$ cat src/core/atb_pkg.sv
`default_nettype none

package atb_pkg;

  localparam int ADDR_W = 8;
  localparam int DATA_W = 32;

  localparam logic [7:0] OFF_CTRL = 8'h00;
  localparam logic [7:0] OFF_STATUS = 8'h04;
  localparam logic [7:0] OFF_MASK = 8'h08;
  localparam logic [7:0] OFF_EVGEN = 8'h0c;
  localparam logic [7:0] OFF_COUNT = 8'h10;
  localparam logic [7:0] OFF_RATIO = 8'h14;
  localparam logic [7:0] OFF_RELOAD = 8'h18;
  localparam logic [7:0] OFF_REPEAT = 8'h1c;

  localparam int CTRL_CEN_BIT = 0;
  localparam int CTRL_UPDATE_DISABLE_BIT = 1;
  localparam int CTRL_URS_BIT = 2;
  localparam int CTRL_RELOAD_BUFFER_ENABLE_BIT = 7;
  localparam int STATUS_UIF_BIT = 0;
  localparam int MASK_UIE_BIT = 0;
  localparam int EVGEN_UG_BIT = 0;

  localparam logic [31:0] RST_RELOAD = 32'h0000ffff;
  localparam logic [31:0] RST_ZERO = 32'h00000000;

  localparam int CEN_START_CYC = 1;

endpackage : atb_pkg

`default_nettype wire

$ cat src/core/atb_prescaler.sv
`default_nettype none

module atb_prescaler #(
  parameter int PSC_W = 16
) (
  input wire logic clk_i,
  input wire logic rst_b_i,
  input wire logic run_i,
  input wire logic restart_i,
  input wire logic load_i,
  input wire logic [PSC_W-1:0] ratio_i,
  output logic tick_o
);

  typedef struct packed {
    logic [PSC_W-1:0] cnt;
    logic [PSC_W-1:0] ratio_act;
  } atb_psc_state_t;

  atb_psc_state_t state;
  atb_psc_state_t next_state;

  // Gated output tick, every ratio plus one clocks
  assign tick_o = run_i && (state.cnt == state.ratio_act);

  always_comb begin
    next_state = state;
    if (restart_i) begin
      next_state.cnt = '0;
    end else if (run_i) begin
      next_state.cnt = tick_o ? '0 : state.cnt + 1'b1;
    end
    if (load_i) begin
      next_state.ratio_act = ratio_i;
    end
  end

  always_ff @(posedge clk_i) begin
    if (!rst_b_i) begin
      state <= '0;
    end else begin
      state <= next_state;
    end
  end
endmodule : atb_prescaler

`default_nettype wire

$ cat src/core/atb_rep_counter.sv
`default_nettype none

module atb_rep_counter #(
  parameter int REP_W = 8
) (
  input wire logic clk_i,
  input wire logic rst_b_i,
  input wire logic ovf_i,
  input wire logic reload_i,
  input wire logic [REP_W-1:0] rcr_i,
  output logic hit_o
);

  typedef struct packed {
    logic [REP_W-1:0] cnt;
  } atb_rep_state_t;

  atb_rep_state_t state;
  atb_rep_state_t next_state;

  // Overflow that finds the count at zero
  assign hit_o = ovf_i && (state.cnt == '0);

  always_comb begin
    next_state = state;
    if (reload_i || hit_o) begin
      next_state.cnt = rcr_i;
    end else if (ovf_i) begin
      next_state.cnt = state.cnt - 1'b1;
    end
  end

  always_ff @(posedge clk_i) begin
    if (!rst_b_i) begin
      state <= '0;
    end else begin
      state <= next_state;
    end
  end
endmodule : atb_rep_counter

`default_nettype wire

$ cat src/core/atb_time_base.sv
`default_nettype none

module atb_time_base #(
  parameter int CNT_W = 16,
  parameter int PSC_W = 16,
  parameter int REP_W = 8
) (
  input wire logic CLOCK_I,
  input wire logic RST_B_I,
  input wire logic [7:0] ADDR_I,
  input wire logic [31:0] WDATA_I,
  input wire logic WR_I,
  input wire logic RD_I,
  input wire logic SLV_UG_I,
  output logic [31:0] RDATA_O,
  output logic IRQ_O,
  output logic UEV_O,
  output logic OVF_O
);

  typedef struct packed {
    logic counter_enable_bit;
    logic update_disable;
    logic update_request_select;
    logic reload_buffer_enable;
    logic update_flag;
    logic uie;
    logic [CNT_W-1:0] cnt;
    logic [CNT_W-1:0] arr_pre;
    logic [CNT_W-1:0] arr_sh;
    logic [PSC_W-1:0] psc_pre;
    logic [REP_W-1:0] repetition_count_reg;
    logic update_event;
    logic ovf;
    logic [31:0] rdata;
  } atb_state_t;

  atb_state_t state;
  atb_state_t next_state;

  function automatic logic wr_hit(
    input logic [7:0] addr,
    input logic wr,
    input logic [7:0] off
  );
    return wr && (addr == off);
  endfunction : wr_hit

  logic ctrl_wr;
  logic status_wr;
  logic mask_wr;
  logic evgen_wr;
  logic cnt_wr;
  logic ratio_wr;
  logic reload_wr;
  logic repeat_wr;
  logic ug;
  logic tick;
  logic wrap;
  logic rep_hit;
  logic ovf_uev;
  logic update_event;
  logic set_uif;
  logic [CNT_W-1:0] arr_act;

  assign ctrl_wr = wr_hit(ADDR_I, WR_I, atb_pkg::OFF_CTRL);
  assign status_wr = wr_hit(ADDR_I, WR_I, atb_pkg::OFF_STATUS);
  assign mask_wr = wr_hit(ADDR_I, WR_I, atb_pkg::OFF_MASK);
  assign evgen_wr = wr_hit(ADDR_I, WR_I, atb_pkg::OFF_EVGEN);
  assign cnt_wr = wr_hit(ADDR_I, WR_I, atb_pkg::OFF_COUNT);
  assign ratio_wr = wr_hit(ADDR_I, WR_I, atb_pkg::OFF_RATIO);
  assign reload_wr = wr_hit(ADDR_I, WR_I, atb_pkg::OFF_RELOAD);
  assign repeat_wr = wr_hit(ADDR_I, WR_I, atb_pkg::OFF_REPEAT);

  // Forced update request, software or slave controller
  assign ug = (evgen_wr && WDATA_I[atb_pkg::EVGEN_UG_BIT]) || SLV_UG_I;

  // Compare value: preload when unbuffered, shadow otherwise
  assign arr_act = state.reload_buffer_enable ? state.arr_sh : state.arr_pre;

  // Wrap at or past the compare value
  assign wrap = tick && (state.cnt >= arr_act);

  // Overflow update only while enabled
  assign ovf_uev = rep_hit && !state.update_disable;
  assign update_event = ovf_uev || (ug && !state.update_disable);
  assign set_uif = ovf_uev || (ug && !state.update_disable && !state.update_request_select);

  atb_prescaler #(
    .PSC_W(PSC_W)
  ) u_prescaler (
    .clk_i(CLOCK_I),
    .rst_b_i(RST_B_I),
    .run_i(state.counter_enable_bit),
    .restart_i(ug),
    .load_i(update_event),
    .ratio_i(state.psc_pre),
    .tick_o(tick)
  );

  atb_rep_counter #(
    .REP_W(REP_W)
  ) u_rep_counter (
    .clk_i(CLOCK_I),
    .rst_b_i(RST_B_I),
    .ovf_i(wrap),
    .reload_i(ug),
    .rcr_i(state.repetition_count_reg),
    .hit_o(rep_hit)
  );

  always_comb begin
    next_state = state;
    next_state.update_event = update_event;
    next_state.ovf = wrap;
    // Control bits
    if (ctrl_wr) begin
      next_state.counter_enable_bit = WDATA_I[atb_pkg::CTRL_CEN_BIT];
      next_state.update_disable = WDATA_I[atb_pkg::CTRL_UPDATE_DISABLE_BIT];
      next_state.update_request_select = WDATA_I[atb_pkg::CTRL_URS_BIT];
      next_state.reload_buffer_enable = WDATA_I[atb_pkg::CTRL_RELOAD_BUFFER_ENABLE_BIT];
    end
    if (mask_wr) begin
      next_state.uie = WDATA_I[atb_pkg::MASK_UIE_BIT];
    end
    // Counter: write, forced restart, wrap, or step
    if (cnt_wr) begin
      next_state.cnt = WDATA_I[CNT_W-1:0];
    end else if (ug) begin
      next_state.cnt = '0;
    end else if (wrap) begin
      next_state.cnt = '0;
    end else if (tick) begin
      next_state.cnt = state.cnt + 1'b1;
    end
    // Preload registers
    if (ratio_wr) begin
      next_state.psc_pre = WDATA_I[PSC_W-1:0];
    end
    if (reload_wr) begin
      next_state.arr_pre = WDATA_I[CNT_W-1:0];
    end
    if (repeat_wr) begin
      next_state.repetition_count_reg = WDATA_I[REP_W-1:0];
    end
    // Shadow copy of reload value
    if (!state.reload_buffer_enable) begin
      next_state.arr_sh = next_state.arr_pre;
    end else if (update_event) begin
      next_state.arr_sh = state.arr_pre;
    end
    // Sticky flag, set beats clear
    if (status_wr && WDATA_I[atb_pkg::STATUS_UIF_BIT]) begin
      next_state.update_flag = 1'b0;
    end
    if (set_uif) begin
      next_state.update_flag = 1'b1;
    end
    // Read data, valid one cycle after strobe
    next_state.rdata = '0;
    if (RD_I) begin
      if (ADDR_I == atb_pkg::OFF_CTRL) begin
        next_state.rdata[atb_pkg::CTRL_CEN_BIT] = state.counter_enable_bit;
        next_state.rdata[atb_pkg::CTRL_UPDATE_DISABLE_BIT] = state.update_disable;
        next_state.rdata[atb_pkg::CTRL_URS_BIT] = state.update_request_select;
        next_state.rdata[atb_pkg::CTRL_RELOAD_BUFFER_ENABLE_BIT] = state.reload_buffer_enable;
      end else if (ADDR_I == atb_pkg::OFF_STATUS) begin
        next_state.rdata[atb_pkg::STATUS_UIF_BIT] = state.update_flag;
      end else if (ADDR_I == atb_pkg::OFF_MASK) begin
        next_state.rdata[atb_pkg::MASK_UIE_BIT] = state.uie;
      end else if (ADDR_I == atb_pkg::OFF_COUNT) begin
        next_state.rdata = 32'(state.cnt);
      end else if (ADDR_I == atb_pkg::OFF_RATIO) begin
        next_state.rdata = 32'(state.psc_pre);
      end else if (ADDR_I == atb_pkg::OFF_RELOAD) begin
        next_state.rdata = 32'(state.arr_pre);
      end else if (ADDR_I == atb_pkg::OFF_REPEAT) begin
        next_state.rdata = 32'(state.repetition_count_reg);
      end else begin
        next_state.rdata = '0;
      end
    end
  end

  always_ff @(posedge CLOCK_I) begin
    if (!RST_B_I) begin
      state <= '0;
      state.arr_pre <= CNT_W'(atb_pkg::RST_RELOAD);
      state.arr_sh <= CNT_W'(atb_pkg::RST_RELOAD);
      state.rdata <= atb_pkg::RST_ZERO;
    end else begin
      state <= next_state;
    end
  end

  assign RDATA_O = state.rdata;
  assign IRQ_O = state.update_flag && state.uie;
  assign UEV_O = state.update_event;
  assign OVF_O = state.ovf;
endmodule : atb_time_base

`default_nettype wire

$ cat config.mk
export PLATFORM = sky130hd
export DESIGN_NAME = atb_time_base
export DESIGN_NICKNAME = d
export VERILOG_FILES = /design/src/core/atb_pkg.sv /design/src/core/atb_prescaler.sv /design/src/core/atb_rep_counter.sv /design/src/core/atb_time_base.sv
export SDC_FILE = /design/constraint.sdc
export NUM_CORES = 1
export LEC_CHECK = 0
export ABC_AREA = 1
export BUFFER_PORTS_ARGS = -buffer_cell sky130_fd_sc_hd__buf_2
export CAP_MARGIN = 10
export CORE_MARGIN = 2
export CORE_UTILIZATION = 45
export CTS_CLUSTER_DIAMETER = 100
export CTS_CLUSTER_SIZE = 24
export DETAILED_ROUTE_END_ITERATION = 8
export PLACE_DENSITY = 0.7
export SYNTH_ARGS = -nofsm -noshare
export SYNTH_HDL_FRONTEND = slang
export SYNTH_SLANG_ARGS = --single-unit
export TNS_END_PERCENT = 100
$ cat constraint.sdc
create_clock -name CLOCK_I -period 4.2 [get_ports CLOCK_I]
set_input_delay 1.05 -clock CLOCK_I [delete_from_list [all_inputs] [get_ports CLOCK_I]]
set_output_delay 1.05 -clock CLOCK_I [all_outputs]
set_load 0.01 [all_outputs]
==> run metrics <==
DR iter-0 viols 571; CTS tree done; sw frac about a quarter; clk sinks 136; CP Data Required Time 4500 ps; Mapped Area 7820 µm²; RSZ-0062 raised after global routing false; GR Util All Layers 22.6%; Hold Path Class register to register; final-layout fill cell count 1,726; Ports 80; crit path kind input pin to register; Comb power frac 6.5%; Crit. End Element register; final setup fails 0; H-tree levels 4; max-cap violations 0; final setup skew 12.5 ps; Syn. warnings 0; GP Congestion 0.893; Area growth syn-to-layout 9.74%; met2 Use GR 37.0%; clk slew on worst S/H paths 60 ps; clock power share 50.3%; Detail Route Antenna Nets 0; DRC viols 0; gr busiest metal met2; pin count of the biggest net entering global routing 85; Slew headroom around 17%; post-CTS sizing 0; pwr/cell area 361 nW/µm²; initial antenna violation count 0; Placed Instances approximately 1,400; Finished Layout Cells 1,445; Place WS 403 ps; number of global-route vias before repair about 6,700; Pleak 4.23 nW; worst path cell trace buf_2 > inv_1 > nand4_1 > inv_1 > nand2_2 > nor2_4 > nor2_2 > nand2_1 > o21ai_0 > a21oi_1; FP Rows 48; unique cell type count in the Yosys netlist 44; Port Buf Inserts 47; CP dominant cell by count inv_1; Worst path slowest cell nor2_2; grt met1 use between 20% and 30%; status completed; FMAX between 200 and 300 MHz; setup ws final 616 ps; clock latency on the worst-skew pair 430 ps; Post-Synthesis Cells 1,199; Worst Path Max Fanout 29; NumNets Final 1,271; Post-CTS Repair Setup Buffers 0; Die Wd 136 µm; Largest stage delay, worst path 960 ps; sequential fraction of the synthesis area 34.8%; prevailing post-synth register cell dfxtp_1; met3 Usage GRT under 10%; clk buf depth 2; arrival time at the worst endpoint 3880 ps; maximum vdd ir drop 0.000301 V; DR vias between 7,000 and 8,000; Inserted Clock Buffers 17; cts hold-fix bufs 0; crit start category input pin; EDFF count, synth 0; Switch Pwr 0.772 mW; Commonest cells post-synth 299 x nand2_1, 167 x inv_1, 136 x dfxtp_1; core footprint ~17,000 µm²; proportion of netlist area held by the largest area contributor between 30% and 40%; top-count cell post-synth nand2_1; period utilization 85.3%; root buf cell clkbuf_16; die area 18,500 µm²; Fin Setup TNS 0 ps; Worst-Margin Slew 1240 ps; height of the die 136 µm; post-layout min period 3580 ps; Pwr Total 3.10 mW; Yosys reg bits 136; top cell type by total area after synthesis dfxtp_1; P_int 2.33 mW; first drt pass iteration count 5; Slew Viols, Final 0; Mean Syn Cell Area approximately 6.5 µm²; gr ovfl total 0; antenna cell count 0; vias per cell a little over 5; HPWL Detailed between 10 and 15 mm; Initial Utilization 45.7%; largest cells by area after synthesis dfxtp_1 35%, nand2_1 14%, inv_1 8.0%; final WL ~20 mm; layout cell share with drive strength beyond 1 around a tenth; global-route wire length before repair 32.9 mm; async set-reset flop share out of synthesis 0%; final hold viol count 0; Seq pwr share 43.2%; DR WL/cell 14.0 µm
metrics by stage:
step	hold slack [ps]	instance area [µm²]	utilization, %
3_3_place_gp	460	7970	46.6
3_5_place_dp	467	7970	46.6
2_1_floorplan	438	7880	-
4_1_cts	480	8580	50.1
6_report	478	8580	50.1
5_1_grt	491	8580	50.1
cells in the final DEF (no fill, tap or decap), types with 2 or more instances in the layout:
cell        instances
or2_2               4
a22oi_1            12
xnor2_1             2
xor2_1             15
nand2_1           299
or2_1              13
dfxtp_1           136
clkinv_4            3
buf_2              47
inv_6               2
inv_2               9
inv_1             167
a21oi_1            85
nor2_2              7
o211ai_1            2
o21ai_0            66
and3_1              3
clkbuf_16          17
nand2_4             2
nand3_2             2
o21bai_1            2
clkinv_2            2
nor4_1              4
ha_1               19
buf_4               7
nor3_1             10
bufinv_16           3
o22ai_1            17
nand3_1            65
nand4_1            28
clkinvlp_4          4
a31oi_1             5
nor3_2              6
a211oi_1            3
conb_1             16
nand2_2             5
nor2_1            119
nor3b_1             2
worst paths after layout:
kind	start	to	slack (ps)	cells after the start
min	state[73]	state[73]	480	2
max	ADDR_I[6]	state[102]	620	10
max reg2reg	state[108]	state[102]	780	14
min reg2reg	state[73]	state[73]	480	2
final cells by class:
type | count | area [µm²] | share of cell area (%)
Sequential cell | 136 | 2720 | 31.7
Multi-Input combinational cell | 822 | 4020 | 46.8
Clock inverter | 14 | 174 | 2.03
Clock buffer | 18 | 439 | 5.12
Timing Repair Buffer | 54 | 288 | 3.35
Tap cell | 225 | 282 | 3.28
Inverter | 176 | 661 | 7.70
registers in the layout, indices dropped and copies added, names as in the netlist:
name,count
OVF_O,1
RDATA_O,16
UEV_O,1
state,78
u_rep_counter.state,8
u_prescaler.state,32
metal layers:
metal | up-vias | part of all wire [%]
li1 | 3790 | -
met1 | 3355 | 45
met2 | 200 | 47
met3 | 34 | 5.9
met4 | 0 | 2.2
met5 | - | 0
critical path: cells and delay by family:
family                 cells  cell delay [ps]
buffers and inverters      3              210
AND/OR/NAND/NOR            5             2080
AO/OA/AOI/OAI              2              520
power groups by stage:
stage               Combinational (mW)  Clock, mW  Sequential, mW
CTS                              0.200       1.57            1.34
detailed placement               0.198          0            1.37
floorplan                        0.159          0            1.36
finish                           0.202       1.56            1.34
global route                     0.229       1.63            1.34
global placement                 0.196          0            1.37
kinds of logic after synthesis:
| group | after synthesis | synth area share [%] |
|---|---|---|
| AND/OR/NAND/NOR | 573 | 31.9 |
| buffers and inverters | 256 | 14.6 |
| AO/OA/AOI/OAI | 197 | 13.8 |
| flip-flops | 136 | 34.8 |
| adder cells (fa/ha/maj) | 19 | 3.04 |
| XOR/XNOR | 17 | 1.90 |
| other | 1 | 0.0479 |
(Power assumes the default switching activity.)
